===== src/design/dsc_pkg.sv =====
// Shared constants of the serial command port: frame layout, command codes,
// read selectors, reset values and link timing.
// Assumes both ends and the bench compile it first.
`default_nettype none

package dsc_pkg;

   // ---------------------------------------------------------------
   // Frame layout
   // ---------------------------------------------------------------
   localparam int DSC_FRAME_BITS = 24;
   localparam int DSC_ADDR_MSB   = 23;
   localparam int DSC_ADDR_LSB   = 16;
   localparam int DSC_DATA_MSB   = 15;
   localparam int DSC_DATA_BITS  = 16;
   localparam int DSC_SEL_MSB    = 5;
   localparam int DSC_RESET_BIT  = 0;

   // ---------------------------------------------------------------
   // Address byte codes
   // ---------------------------------------------------------------
   localparam logic [7:0] DSC_ADDR_NOP       = 8'h00;
   localparam logic [7:0] DSC_ADDR_CODE      = 8'h01;
   localparam logic [7:0] DSC_ADDR_READ      = 8'h02;
   localparam logic [7:0] DSC_ADDR_CONTROL   = 8'h55;
   localparam logic [7:0] DSC_ADDR_SOFTRST   = 8'h56;
   localparam logic [7:0] DSC_ADDR_CONFIG    = 8'h57;
   localparam logic [7:0] DSC_ADDR_GAIN      = 8'h58;
   localparam logic [7:0] DSC_ADDR_ZERO      = 8'h59;
   localparam logic [7:0] DSC_ADDR_WDOG      = 8'h95;
   localparam logic [7:0] DSC_ADDR_CRC_CLEAR = 8'h96;

   // ---------------------------------------------------------------
   // Read selectors
   // ---------------------------------------------------------------
   localparam logic [1:0] DSC_SEL_STATUS  = 2'h0;
   localparam logic [1:0] DSC_SEL_CODE    = 2'h1;
   localparam logic [1:0] DSC_SEL_CONTROL = 2'h2;
   localparam logic [5:0] DSC_SEL_CONFIG  = 6'h0B;
   localparam logic [5:0] DSC_SEL_GAIN    = 6'h13;
   localparam logic [5:0] DSC_SEL_ZERO    = 6'h17;
   localparam logic [7:0] DSC_READ_PAD    = 8'h00;

   // ---------------------------------------------------------------
   // Reset values
   // ---------------------------------------------------------------
   localparam logic [23:0] DSC_SHIFT_RESET   = 24'h000000;
   localparam logic [15:0] DSC_CODE_RESET    = 16'h0000;
   localparam logic [15:0] DSC_CONTROL_RESET = 16'h0000;
   localparam logic [15:0] DSC_CONFIG_RESET  = 16'h0000;
   localparam logic [15:0] DSC_GAIN_RESET    = 16'h0000;
   localparam logic [15:0] DSC_ZERO_RESET    = 16'h0000;

   // ---------------------------------------------------------------
   // Link timing
   // ---------------------------------------------------------------
   localparam int DSC_CLK_HZ       = 200_000_000;
   localparam int DSC_SCLK_MAX_HZ  = 30_000_000;
   // Half period rounded up so the generated clock never exceeds the limit.
   localparam int DSC_SCLK_HALF_CYC =
      (DSC_CLK_HZ + 2 * DSC_SCLK_MAX_HZ - 1) / (2 * DSC_SCLK_MAX_HZ);

endpackage : dsc_pkg

`default_nettype wire


===== src/design/dsc_link_if.sv =====
// Four-wire serial link between the command port and its host.
// Assumes the bench instantiates it and joins both ends to it.
`default_nettype none

interface dsc_link_if;

   // Host driven clock, data and load strobe; device driven read data.
   logic sclk;
   logic sdi;
   logic latch;
   logic sdo;

   modport device (input sclk, input sdi, input latch, output sdo);
   modport host   (output sclk, output sdi, output latch, input sdo);

endinterface : dsc_link_if

`default_nettype wire


===== src/design/dsc_device.sv =====
// Device end of the serial command port: shift register, command decode,
// register file and read-back shifter.
// Assumes link pins are asynchronous to CLK_I and that STATUS_I is on CLK_I.
//
// What this block does
// Shift 24 bits MSB first on rising edges.
// Frame is address byte then data word.
// Host gives 24 clocks before strobe rises.
// Shift always; capture on every strobe rise.
// Reset clears input shift register to zero.
// Codes 01, 55, 57 write code, control, config.
// Codes 58, 59 write gain and zero trims.
// 56 reset, 95 watchdog, 96 checksum clear; 00 idle.
// Code 02 reads; selector in data bits 5:0.
// Host follows a read with a no-op frame.
// Read data out MSB first on falling edges.
// Low selector bits pick status, code, control.
// Full selectors pick config, gain, zero trims.
// Clock may burst; strobe after full count.
// Wrong clock counts misalign data, no error.
// Frame starts at top bit; strobe updates.
// Shared bus needs per-device gated clock.
// Serial clock at most 30 MHz.
// Narrow variant keeps bits 15:4 of code, gain, zero, low zero; control and config keep all 16.
// Unknown address codes change nothing.
`default_nettype none

module dsc_device
   import dsc_pkg::*;
#(
   parameter int DATA_BITS = DSC_DATA_BITS
)(
   // Clock and reset.
   input  wire logic        CLK_I,
   input  wire logic        SRST_I,
   // Serial link.
   dsc_link_if.device       LINK,
   // Fault and slew status from the output stage.
   input  wire logic [4:0]  STATUS_I,
   // Register contents.
   output logic      [15:0] CODE_O,
   output logic      [15:0] CONTROL_O,
   output logic      [15:0] CONFIG_O,
   output logic      [15:0] GAIN_O,
   output logic      [15:0] ZERO_O,
   // Command pulses.
   output logic             SOFT_RESET_O,
   output logic             WDOG_RESTART_O,
   output logic             CRC_CLEAR_O
);

   // ---------------------------------------------------------------
   // Elaboration checks
   // ---------------------------------------------------------------
   // Only the full and the twelve-bit register widths exist.
   if (DATA_BITS != 16 && DATA_BITS != 12)
   begin : g_bad_width
      $error("dsc_device: DATA_BITS must be 16 or 12");
   end

   // Bits below the register width are dropped on code, gain and zero writes and read as zero; control and config keep all 16 bits.
   localparam logic [15:0] KEEP_MASK = 16'hFFFF << (16 - DATA_BITS);

   // ---------------------------------------------------------------
   // Pin synchronisers and edge detection
   // ---------------------------------------------------------------
   logic [2:0]  sclk_sync_q;
   logic [2:0]  latch_sync_q;
   logic [1:0]  sdi_sync_q;
   wire         sclk_rise;
   wire         sclk_fall;
   wire         latch_rise;

   // Stage zero feeds stage one only; edges are taken from the later stages.
   always_ff @(posedge CLK_I)
   begin
      if (SRST_I)
      begin
         sclk_sync_q  <= 3'h0;
         latch_sync_q <= 3'h0;
         sdi_sync_q   <= 2'h0;
      end
      else
      begin
         sclk_sync_q  <= {sclk_sync_q[1:0], LINK.sclk};
         latch_sync_q <= {latch_sync_q[1:0], LINK.latch};
         sdi_sync_q   <= {sdi_sync_q[0], LINK.sdi};
      end
   end

   // Data and clock go through equal delays, so the sampled bit lines up.
   assign sclk_rise  = sclk_sync_q[1] & ~sclk_sync_q[2];
   assign sclk_fall  = ~sclk_sync_q[1] & sclk_sync_q[2];
   assign latch_rise = latch_sync_q[1] & ~latch_sync_q[2];

   // ---------------------------------------------------------------
   // Input shift register
   // ---------------------------------------------------------------
   logic [23:0] in_q;
   logic [23:0] in_d;
   wire  [7:0]  cmd_addr;
   wire  [15:0] cmd_data;
   wire  [15:0] wr_data;
   wire         soft_reset;

   // Shifting ignores the strobe, so a clock meant for another device
   // still moves bits in here; a shared bus must gate the clock.
   assign in_d = sclk_rise ? {in_q[22:0], sdi_sync_q[1]} : in_q;

   // Reset and the reset command both return the shifter to zero.
   always_ff @(posedge CLK_I)
   begin
      if (SRST_I || soft_reset)
      begin
         in_q <= DSC_SHIFT_RESET;
      end
      else
      begin
         in_q <= in_d;
      end
   end

   // ---------------------------------------------------------------
   // Command decode at the strobe
   // ---------------------------------------------------------------
   // Whatever sits in the shifter is taken as it is: a miscounted frame
   // simply decodes shifted bits, there is no framing check.
   assign cmd_addr = in_q[DSC_ADDR_MSB:DSC_ADDR_LSB];
   assign cmd_data = in_q[DSC_DATA_MSB:0];
   assign wr_data  = cmd_data & KEEP_MASK;

   wire wr_code    = latch_rise && (cmd_addr == DSC_ADDR_CODE);
   wire wr_control = latch_rise && (cmd_addr == DSC_ADDR_CONTROL);
   wire wr_config  = latch_rise && (cmd_addr == DSC_ADDR_CONFIG);
   wire wr_gain    = latch_rise && (cmd_addr == DSC_ADDR_GAIN);
   wire wr_zero    = latch_rise && (cmd_addr == DSC_ADDR_ZERO);
   wire rd_req     = latch_rise && (cmd_addr == DSC_ADDR_READ);
   wire wdog_cmd   = latch_rise && (cmd_addr == DSC_ADDR_WDOG);
   wire crc_cmd    = latch_rise && (cmd_addr == DSC_ADDR_CRC_CLEAR);
   // The reset register acts only when its reset bit is written as one.
   assign soft_reset = latch_rise && (cmd_addr == DSC_ADDR_SOFTRST)
                       && cmd_data[DSC_RESET_BIT];

   // ---------------------------------------------------------------
   // Register file
   // ---------------------------------------------------------------
   logic [15:0] code_q;
   logic [15:0] control_q;
   logic [15:0] config_q;
   logic [15:0] gain_q;
   logic [15:0] zero_q;

   // Address codes outside the table match no strobe, so nothing moves.
   always_ff @(posedge CLK_I)
   begin
      if (SRST_I || soft_reset)
      begin
         code_q    <= DSC_CODE_RESET;
         control_q <= DSC_CONTROL_RESET;
         config_q  <= DSC_CONFIG_RESET;
         gain_q    <= DSC_GAIN_RESET;
         zero_q    <= DSC_ZERO_RESET;
      end
      else
      begin
         code_q    <= wr_code    ? wr_data : code_q;
         control_q <= wr_control ? cmd_data : control_q;
         config_q  <= wr_config  ? cmd_data : config_q;
         gain_q    <= wr_gain    ? wr_data : gain_q;
         zero_q    <= wr_zero    ? wr_data : zero_q;
      end
   end

   // Command pulses last one clock each.
   logic soft_reset_q;
   logic wdog_q;
   logic crc_q;

   always_ff @(posedge CLK_I)
   begin
      if (SRST_I)
      begin
         soft_reset_q <= 1'b0;
         wdog_q       <= 1'b0;
         crc_q        <= 1'b0;
      end
      else
      begin
         soft_reset_q <= soft_reset;
         wdog_q       <= wdog_cmd;
         crc_q        <= crc_cmd;
      end
   end

   // ---------------------------------------------------------------
   // Read selection
   // ---------------------------------------------------------------
   wire [5:0]  rd_sel    = cmd_data[DSC_SEL_MSB:0];
   wire [15:0] status_w  = {11'h000, STATUS_I};
   wire        sel_short = (rd_sel[1:0] != 2'h3);
   wire [15:0] rd_short;
   wire [15:0] rd_long;
   wire [15:0] rd_word;

   // Low two bits alone decide the first three; the upper four are ignored.
   assign rd_short = (rd_sel[1:0] == DSC_SEL_STATUS)  ? status_w  :
                     (rd_sel[1:0] == DSC_SEL_CODE)    ? code_q    :
                     (rd_sel[1:0] == DSC_SEL_CONTROL) ? control_q :
                     16'h0000;
   // An unlisted long selector returns zero rather than stale data.
   assign rd_long  = (rd_sel == DSC_SEL_CONFIG) ? config_q :
                     (rd_sel == DSC_SEL_GAIN)   ? gain_q   :
                     (rd_sel == DSC_SEL_ZERO)   ? zero_q   :
                     16'h0000;
   assign rd_word  = sel_short ? rd_short : rd_long;

   // ---------------------------------------------------------------
   // Output shifter
   // ---------------------------------------------------------------
   logic [23:0] out_q;
   logic [23:0] out_d;

   // A read loads the reply for the next frame; any other strobe empties
   // the shifter, and each falling clock edge moves the next bit out.
   assign out_d = rd_req     ? {DSC_READ_PAD, rd_word} :
                  latch_rise ? DSC_SHIFT_RESET :
                  sclk_fall  ? {out_q[22:0], 1'b0} :
                  out_q;

   always_ff @(posedge CLK_I)
   begin
      if (SRST_I || soft_reset)
      begin
         out_q <= DSC_SHIFT_RESET;
      end
      else
      begin
         out_q <= out_d;
      end
   end

   // ---------------------------------------------------------------
   // Outputs
   // ---------------------------------------------------------------
   // Every output is a flip-flop; the link bit is the shifter's top bit.
   assign LINK.sdo       = out_q[23];
   assign CODE_O         = code_q;
   assign CONTROL_O      = control_q;
   assign CONFIG_O       = config_q;
   assign GAIN_O         = gain_q;
   assign ZERO_O         = zero_q;
   assign SOFT_RESET_O   = soft_reset_q;
   assign WDOG_RESTART_O = wdog_q;
   assign CRC_CLEAR_O    = crc_q;

   // The serial clock rate limit is met by sampling at CLK_I: each clock
   // phase must last at least three CLK_I periods for the edge detector.

endmodule : dsc_device

`default_nettype wire


===== src/flat_wrapper.sv =====
// flat-port wrapper written by rule: the top's interface ports become plain ports
module dsc_device_flat import dsc_pkg::*;
#(
   parameter int DATA_BITS = DSC_DATA_BITS
)
  (CLK_I, SRST_I, STATUS_I, CODE_O, CONTROL_O, CONFIG_O, GAIN_O, ZERO_O, SOFT_RESET_O, WDOG_RESTART_O, CRC_CLEAR_O, LINK_sclk, LINK_sdi, LINK_latch, LINK_sdo);
  dsc_link_if LINK_i ();
  input  wire logic CLK_I;
  input  wire logic SRST_I;
  input  wire logic [4:0] STATUS_I;
  output logic      [15:0] CODE_O;
  output logic      [15:0] CONTROL_O;
  output logic      [15:0] CONFIG_O;
  output logic      [15:0] GAIN_O;
  output logic      [15:0] ZERO_O;
  output logic SOFT_RESET_O;
  output logic WDOG_RESTART_O;
  output logic CRC_CLEAR_O;
  input wire logic [$bits(LINK_i.sclk)-1:0] LINK_sclk;
  input wire logic [$bits(LINK_i.sdi)-1:0] LINK_sdi;
  input wire logic [$bits(LINK_i.latch)-1:0] LINK_latch;
  output wire logic [$bits(LINK_i.sdo)-1:0] LINK_sdo;
  assign LINK_i.sclk = LINK_sclk;
  assign LINK_i.sdi = LINK_sdi;
  assign LINK_i.latch = LINK_latch;
  assign LINK_sdo = LINK_i.sdo;
  dsc_device #(.DATA_BITS(DATA_BITS)) u_core (.CLK_I(CLK_I), .SRST_I(SRST_I), .LINK(LINK_i), .STATUS_I(STATUS_I), .CODE_O(CODE_O), .CONTROL_O(CONTROL_O), .CONFIG_O(CONFIG_O), .GAIN_O(GAIN_O), .ZERO_O(ZERO_O), .SOFT_RESET_O(SOFT_RESET_O), .WDOG_RESTART_O(WDOG_RESTART_O), .CRC_CLEAR_O(CRC_CLEAR_O));
endmodule

===== config.mk =====
export PLATFORM = sky130hd
export DESIGN_NAME = dsc_device_flat
export DESIGN_NICKNAME = d
export VERILOG_FILES = /design/src/design/dsc_pkg.sv /design/src/design/dsc_link_if.sv /design/src/design/dsc_device.sv /design/src/flat_wrapper.sv
export SDC_FILE = /design/constraint.sdc
export NUM_CORES = 1
export LEC_CHECK = 0
export ABC_AREA = 0
export BUFFER_PORTS_ARGS = -buffer_cell sky130_fd_sc_hd__buf_2
export CORE_UTILIZATION = 35
export DETAILED_ROUTE_END_ITERATION = 7
export HOLD_SLACK_MARGIN = 0.02
export SYNTH_ARGS = -nofsm -noshare
export SYNTH_HDL_FRONTEND = slang
export SYNTH_SLANG_ARGS = --single-unit

===== constraint.sdc =====
create_clock -name CLK_I -period 1.9 [get_ports CLK_I]
set_clock_uncertainty 0.05 [all_clocks]
set_input_delay 0.095 -clock CLK_I [delete_from_list [all_inputs] [get_ports CLK_I]]
set_output_delay 0.095 -clock CLK_I [all_outputs]
set_load 0.05 [all_outputs]

# --- After elaboration in Yosys (flattened, before gate mapping) ---
# Index checks and enable logic that the tools add are counted.
op_classes:
  eq_ne: 15
  n_mux: 10
  bitwise_logic: 6
  n_reduce_logical: 14
op_table:
  columns: ["operator", "n"]
  rows:
  - ["16-bit two-way mux", 10]
  - ["8-bit by 7-bit equality test with 1-bit output (second input constant)", 5]
  - ["8-bit equality test (second input constant)", 2]
  - ["6-bit by 5-bit equality test with 1-bit output (second input constant)", 2]
  - ["1-bit logical AND", 10]
  - ["8-bit by 1-bit equality test with 1-bit output (second input constant)", 1]
  - ["8-bit by 2-bit equality test with 1-bit output (second input constant)", 1]
  - ["6-bit by 4-bit equality test with 1-bit output (second input constant)", 1]
  - ["1-bit AND", 3]
  - ["1-bit NOT", 3]
  - ["3-bit nonzero test", 1]
  - ["3-bit OR reduction", 1]
  - ["2-bit by 1-bit equality test with 1-bit output (second input constant)", 1]
  - ["2-bit equality test (second input constant)", 1]
  - ["2-bit zero test", 1]
  - ["2-bit inequality test (second input constant)", 1]
  - ["1-bit logical OR", 1]
word_totals:
  regBits: 139
  input_bits: 10
  out_inout_bits: 84
  word_cells: 59

# --- Longest topological paths before layout ---
# Gate-level depths: netlist (run 1).
logic_depth:
  word_depth: 6
  mapped_depth: 8
  depth_no_buf: 4

# --- Worst setup path before layout (run 1) ---
# Ideal clock, no wire load.
synth_path:
  path_type: "register to register"
  from: "reg u_core.in_q[2]"
  to: "reg u_core.out_q[10]"
  setup_time_ns: 0.060
  arrival_ns: 1.577
  t_required_ns: 1.790
  slack_ns: 0.212
  path_stages_with_launch: 9
  path_buffers: 4
  period_less_slack_ns: 1.688
  path_cell_list: "dfxtp_1 buf_6 nand4bb_4 buf_6 or2_1 buf_6 buf_8 a311oi_2 o221a_1"
synth_between:
  elab_chain_len: 6
  elab_cells_between_ends: 8
  cone_classes: "3 x eq/ne; 5 x mux"
synth_lines:
  columns: ["element", "line_no", "text"]
  rows:
  - ["from (decl)", "dsc_device.sv:99", "logic [23:0] in_q;"]
  - ["from (signal assigned)", "dsc_device.sv:119", "in_q <= in_d;"]
  - ["6-bit by 5-bit equality test with 1-bit output", "dsc_device.sv:213", "(rd_sel == DSC_SEL_ZERO) ? zero_q :"]
  - ["16-bit two-way mux", "dsc_device.sv:213", null]
  - ["16-bit two-way mux", "dsc_device.sv:212", "(rd_sel == DSC_SEL_GAIN) ? gain_q :"]
  - ["16-bit two-way mux (*)", "dsc_device.sv:211", "assign rd_long = (rd_sel == DSC_SEL_CONFIG) ? config_q :"]
  - ["16-bit two-way mux (*)", "dsc_device.sv:215", "assign rd_word = sel_short ? rd_short : rd_long;"]
  - ["16-bit two-way mux (*)", "dsc_device.sv:225", "assign out_d = rd_req ? {DSC_READ_PAD, rd_word} :"]
  - ["to (signal assigned)", "dsc_device.sv:238", "out_q <= out_d;"]
  - ["to (decl)", "dsc_device.sv:220", "logic [23:0] out_q;"]
# Mark *: on every way between the ends. The rest lies on a longest branch, timed or not.
# A chain may end at the register's enable or synchronous reset.

# --- Worst setup path in the final report (run 1) ---
layout_path:
  from: "reg u_core.in_q[23]"
  to: "reg u_core.out_q[8]"
layout_between:
  elab_chain_len: 4
  elab_cells_between_ends: 8
  cone_classes: "2 x eq/ne; 1 x mux; 5 x reduce/logical"
layout_lines:
  columns: ["element", "line_no", "text"]
  rows:
  - ["8-bit by 7-bit equality test with 1-bit output", "dsc_device.sv:141", "assign soft_reset = latch_rise && (cmd_addr == DSC_ADDR_SOFTRST)"]
  - ["1-bit logical AND", "dsc_device.sv:141", null]
  - ["1-bit logical AND", "dsc_device.sv:142", "&& cmd_data[DSC_RESET_BIT];"]
  - ["1-bit logical OR", "dsc_device.sv:232", "if (SRST_I || soft_reset)"]
# Several ways; a longest one is shown, not always the timed one.

==> run summary, run 1 <==
Req. time, crit path = 2.22 ns
Area share of the leading cell type in the synthesized netlist = 0.4530
Drt total wl = 17280 µm
Routed met3 length = 912 µm
Synth cell types = 44
Synth Area in Simple Gates = 0.2133
Worst vdd ir = 0.6304 mV
GR Util All Layers = 0.1925
Detail Route Antenna Nets = 0
Gate power share = 0.032
Routed wire per std cell = 16.88 µm
Mapped Nets = 695
First-pass GRT wire length = 26680 µm
RSZ-0062 raised after global routing = false
DP Wirelength = 12480 µm
Clock share of power = 0.510
Crit-path max FO = 12
Via density = 5.116
Min Tclk post-route = 1.782 ns
Mapped Cells = 685
Commonest non-fill, non-tap cell in the layout = dfxtp_1
Fmax = 561.1 MHz
Seq. cell area = 0.002785 mm²
Initial antenna violation count = 0
Synth Area in Compound Gates = 0.1815
Synth top area cells = dfxtp_1 (45%), mux2i_1 (8.6%), nand2_1 (8.0%), a21oi_1 (3.6%), nor2_1 (3.1%)
DRC = 0
IO buf count = 93
Final Hold Vio Count = 0
Layout fillers = 1650
Sequential Power Share = 0.458
Share of cells above drive strength 1 = 0.2678
Largest net degree at the start of global routing = 33
Setup TNS = 0 ns
Clk slew on worst S/H paths = 0.06 ns
Ys flop type = dfxtp_1
Die W = 134.5 µm
Uppermost layer routed = met4
Post-synthesis adder-cell area fraction = 0
Initial core utilization = 0.3563
Largest family of logic cells by synthesized area = simple AND/OR/NAND/NOR gates
Multi-input logic area = 0.002983 mm²
Number of cell rows = 48
Met2 WL = 7815 µm
Grt ovf = 0
Die height = 134.5 µm
DRT met1 WL = 8319 µm
Worst EP arrival = 2.10 ns
Nets = 796
Pre-CTS setup slack = 0.007602 ns
TritonCTS clock tree = done
Layout Area Growth over Synthesis = 24.55%
Detailed router's first-iteration violation count = 418
Slew Viols, Final = 0
Final setup violation count = 0
Vias in the first global route = 4776
Fin crit share = 0.9380
Root buffer cell = clkbuf_16
Most frequent cells in the layout = dfxtp_1 (137), nand2_1 (131), buf_2 (93), mux2i_1 (53), nor2_1 (50)
MaxCap Viol Count = 0
Sw Ratio = 0.2167
Pwr/cell area = 844.9 mW/mm²
Routed vias = 5239
Status = completed
# Post-CTS Setup Buffers = 0
Cts bufs inserted = 17
Hold Path Class = input port to register
Worst skew pair latency = 0.43 ns
Inserted Diodes = 0
Die ar. = 0.01808 mm²
Synth warn = 0
GP Congestion = 0.8281
NetSw = 1.401 mW
Setup WS post-layout = 0.1178 ns
Post-synthesis mux area share = 0.08637
Worst setup SP type = register
Post-synthesis register bit count = 139
H-Tree Depth = 4
Io pins = 94
Worst Tran Pin Value = 0.5256 ns
Clock tree buffer depth = 2
Register area share after synthesis = 0.4530
DR pass1 iterations = 5
Internal power = 5.063 mW
Post-Syn Area = 0.006142 mm²
Core Footprint = 0.01724 mm²
CTS sink cnt = 139
Crit path kind = register to register
Cell taking the most area after synthesis = dfxtp_1
Leakage power = 3.221 nW
Ys async rst share = 0
Number of flops mapped to enable cells by yosys = 0
Crit path capture type = register
Post-Synth XOR/XNOR Area = 0
Syn Area/Cell = 8.967 µm²
Slew HR = 0.6496
final timing paths:
kind                                                       start                                to  slack [ns]  cells after the start
worst min register to register  u_core.sclk_sync_q[0]$_SDFF_PP0_  u_core.sclk_sync_q[1]$_SDFF_PP0_        0.39                      1
worst min-delay path                                 STATUS_I[0]      u_core.out_q[0]$_SDFFE_PP0P_        0.26                      5
worst max-delay path                u_core.in_q[23]$_SDFFE_PP0P_      u_core.out_q[8]$_SDFFE_PP0P_        0.12                      6
worst max register to register      u_core.in_q[23]$_SDFFE_PP0P_      u_core.out_q[8]$_SDFFE_PP0P_        0.12                      6
cell type report:
cell class                 instances  share of cell area
multi-input combinational        477              0.3899
sequential                       139              0.3641
timing repair buffer             149              0.1312
clock buffer                      22             0.06199
tap                              225             0.03680
clock inverter                    10             0.01505
inverter                           2           0.0009814
power by group through the flow:
| stage | Clock, mW | Sequential, mW | Combinational (mW) |
|---|---|---|---|
| floorplan | 0 | 3.02 | 0.140 |
| global placement | 0 | 3.02 | 0.199 |
| detailed placement | 0 | 3.02 | 0.198 |
| CTS | 3.33 | 2.96 | 0.210 |
| global route | 3.46 | 2.96 | 0.225 |
| finish | 3.30 | 2.96 | 0.209 |
registers in the layout, summed over array words and instances, names as in the netlist, 2 cells and up:
signal	flops
u_core.in_q	24
u_core.CONTROL_O	16
u_core.out_q	24
u_core.ZERO_O	16
u_core.sclk_sync_q	3
u_core.CODE_O	16
u_core.latch_sync_q	3
u_core.GAIN_O	16
u_core.sdi_sync_q	2
u_core.CONFIG_O	16
through the flow:
stage / instance area, µm² / hold WS, ns / power, mW / util / std cells
global placement: 6972 / 0.2580 / 3.222 / 0.4045 / 985
CTS: 7632 / 0.2344 / 6.503 / 0.4428 / 1024
global route: 7650 / 0.2882 / 6.646 / 0.4438 / 1024
detailed placement: 6972 / 0.2606 / 3.220 / 0.4045 / 985
finish: 7650 / 0.2575 / 6.464 / 0.4438 / 1024
floorplan: 6142 / 0.1732 / 3.156 / - / 685
critical path: stages (launching register included):
cell	delay, ns
dfxtp_1	0.36
nor4_4	0.36
buf_4	0.18
nand2_1	0.05
buf_4	0.19
o31ai_1	0.30
o221a_1	0.23
routing by layer:
metal  global-route usage  vias to the layer above
met4              0.06679                        0
met1               0.2631                     2465
met5                    0                        -
met2               0.2930                      141
li1                     -                     2608
met3              0.04955                       25
cell usage after synthesis (2+ instances only):
library cell  instances
nand4_2               3
and4bb_1              2
nor2b_1              16
nand4_1               4
a22oi_1              11
o21ai_0              20
and3b_1               2
nor2_1               50
o31ai_1              12
buf_4                 5
nand2b_1              5
buf_2                26
nand3_1              34
nor3_1               15
a311oi_2             10
nand2_1             131
inv_1                 2
and3_1                2
buf_6                11
and2b_1               2
o221a_1              15
a311oi_1              5
a2bb2oi_1             4
nor3b_1               2
nor4b_1               3
clkbuf_1             19
mux2i_1              53
a21oi_1              44
buf_1                 5
dfxtp_1             139
a21oi_2              20
logic make-up after synthesis:
group	Yosys count
AO/OA/AOI/OAI	146
buffers and inverters	69
multiplexers	53
flip-flops	139
AND/OR/NAND/NOR	278
timing repair:
item | 4_1_cts | 5_1_grt
gates resized for setup | 1 | 4
endpoints found under the hold margin | 9 | 0
endpoints found under the setup margin | 1 | 10
hold buffers | 7 | 0
(Power assumes the default switching activity.)
==> run 2: changes to the inputs <==
--- a/config.mk
+++ b/config.mk
@@ -8,6 +8,7 @@
 export ABC_AREA = 0
 export BUFFER_PORTS_ARGS = -buffer_cell sky130_fd_sc_hd__buf_2
 export CORE_UTILIZATION = 35
+export CTS_BUF_LIST = sky130_fd_sc_hd__clkbuf_4
 export DETAILED_ROUTE_END_ITERATION = 7
 export HOLD_SLACK_MARGIN = 0.02
 export SYNTH_ARGS = -nofsm -noshare
==> constraint.sdc (replaced) <==
create_clock -name CLK_I -period 1.8 [get_ports CLK_I]
set_clock_uncertainty 0.05 [all_clocks]
set_input_delay 0.09 -clock CLK_I [delete_from_list [all_inputs] [get_ports CLK_I]]
set_output_delay 0.09 -clock CLK_I [all_outputs]
set_load 0.05 [all_outputs]
==> run summary, run 2 (synthesized netlist as in run 1, its figures left out) <==
Crit path kind = register to register
Seq. cell area = 0.002786 mm²
Share of cells above drive strength 1 = 0.2785
Commonest non-fill, non-tap cell in the layout = dfxtp_1
Final hold slack = 0.1127 ns
IO buf count = 93
Largest net degree at the start of global routing = 33
Multi-input logic area = 0.002995 mm²
Clock tree buffer depth = 2
Crit-path max FO = 12
RR Startpoint = u_core.in_q[16]$_SDFFE_PP0P_
Clk slew on worst S/H paths = 0.12 ns
DRC = 0
Die ar. = 0.01808 mm²
H-Tree Depth = 4
Fin crit share = 0.9710
Sequential Power Share = 0.607
MaxCap Viol Count = 0
Status = completed
Non-filler cells, final = 1034
Worst path cell trace = nor4b_2 -> nand2_1 -> buf_4 -> o31ai_1 -> o221a_1
Number of cell rows = 48
Finished Cell Area = 0.007431 mm²
Worst setup SP type = register
Initial antenna violation count = 1
Initial core utilization = 0.3563
Gate power share = 0.044
Detail Route Antenna Nets = 0
Cts bufs inserted = 17
Detailed router's first-iteration violation count = 379
Clock share of power = 0.350
Leakage power = 3.132 nW
Hold path depth = 5
Hold path startpoint = STATUS_I[0]
RSZ-0062 raised after global routing = true
Drt total wl = 17250 µm
First-pass GRT wire length = 27680 µm
Worst skew pair latency = 0.56 ns
Vias in the first global route = 5079
Sw Ratio = 0.2506
Slew Viols, Final = 0
Routed wire per std cell = 16.68 µm
CTS sink cnt = 139
Pwr/cell area = 691.9 mW/mm²
Io pins = 94
Min Tclk post-route = 1.748 ns
Area after DPL = 0.007089 mm²
GR Util All Layers = 0.1978
Worst path slowest cell = dfxtp_1
Root buffer cell = clkbuf_4
Biggest regs = u_core.in_q x24, u_core.out_q x24
Worst Tran Pin Value = 0.5662 ns
Slew HR = 0.6216
GP Congestion = 0.8112
Req. time, crit path = 2.26 ns
NetSw = 1.288 mW
Routed vias = 5255
Layout fillers = 1695
Crit path capture type = register
TritonCTS clock tree = done
Most frequent cells in the layout = dfxtp_1 (136), nand2_1 (131), buf_2 (93), mux2i_1 (53), nor2_1 (50)
R2R depth = 5
Fin util = 0.4311
Layout Area Growth over Synthesis = 20.98%
R2r setup slk = 0.05 ns
Worst vdd ir = 0.3053 mV
Grt ovf = 0
R2R Path End = u_core.out_q[5]$_SDFFE_PP0P_
DP Wirelength = 12500 µm
Die W = 134.5 µm
Final setup violation count = 0
Internal power = 3.853 mW
Core Footprint = 0.01724 mm²
Via density = 5.082
Placed cell count = 994
Worst Hold End = u_core.out_q[0]$_SDFFE_PP0P_
Die height = 134.5 µm
Max incr delay on CP = 0.43 ns
Hold Path Class = input port to register
DR pass1 iterations = 5
Final Hold Vio Count = 0
Nets = 805
Fmax = 572.2 MHz
Worst EP arrival = 2.21 ns
## run 2: changes by cell type in the layout (fill, tap and decap cells not counted), moves of 4 or more
cell       change
buf_4          +5
clkbuf_16     -17
buf_12         +4
clkbuf_4      +17
clkinv_2       +4
## run 2: worst max path at each step
stage	startpoint	to	slack (ns)	cells past startpoint
after CTS	u_core.in_q[0]$_SDFFE_PP0P_	u_core.out_q[11]$_SDFFE_PP0P_	0.04	6
after detailed placement	u_core.in_q[0]$_SDFFE_PP0P_	u_core.out_q[5]$_SDFFE_PP0P_	-0.03	4
after global placement	u_core.in_q[17]$_SDFFE_PP0P_	u_core.out_q[5]$_SDFFE_PP0P_	-0.06	5
after global routing	u_core.in_q[16]$_SDFFE_PP0P_	u_core.out_q[14]$_SDFFE_PP0P_	-0.05	5
final	u_core.in_q[16]$_SDFFE_PP0P_	u_core.out_q[5]$_SDFFE_PP0P_	0.05	5
after floorplan	u_core.in_q[2]$_SDFFE_PP0P_	u_core.out_q[10]$_SDFFE_PP0P_	0.11	8
## run 2: critical path, delay by kind of cell (launching register included)
family / cells / cell delay [ns]
buffers and inverters: 1 / 0.19
flip-flops: 1 / 0.43
AND/OR/NAND/NOR: 2 / 0.47
AO/OA/AOI/OAI: 2 / 0.55
## run 2: power groups by stage
stage,Sequential (mW),Clock [mW],Combinational (mW)
floorplan,3.18,0,0.147
global placement,3.19,0,0.213
detailed placement,3.19,0,0.213
CTS,3.12,1.85,0.226
global route,3.13,1.97,0.245
finish,3.12,1.80,0.224
## run 2: cell type report
| cell class | instances | share of cell area |
|---|---|---|
| diodes | 1 | 0.0003368 |
| multi-input cells | 477 | 0.4031 |
| clock buffers | 17 | 0.01717 |
| clock inverters | 15 | 0.01465 |
| well taps | 225 | 0.03789 |
| flip-flops and latches | 139 | 0.3750 |
| repair buffers | 158 | 0.1509 |
| inverters | 2 | 0.001010 |
## run 2: layer usage
| metal | routed length [µm] | GRT usage |
|---|---|---|
| met5 | 0 | 0 |
| met4 | 331 | 0.06742 |
| met3 | 836 | 0.04730 |
| met2 | 7668 | 0.3008 |
| met1 | 8414 | 0.2733 |
## run 2: what timing repair did
action	in CTS	in global routing
hold buffers	7	0
gates resized for setup	4	4
buffers inserted	0	0
endpoints found under the hold margin	11	0
setup endpoints to repair	8	16
## run 2: through the flow
stage	total power, mW	setup TNS, ns	setup slack (ns)
4_1_cts	5.192	0	0.03798
5_1_grt	5.338	-0.1650	-0.04726
2_1_floorplan	3.331	0	0.1124
3_3_place_gp	3.403	-0.2199	-0.06316
6_report	5.141	0	0.05228
3_5_place_dp	3.402	-0.03150	-0.03150
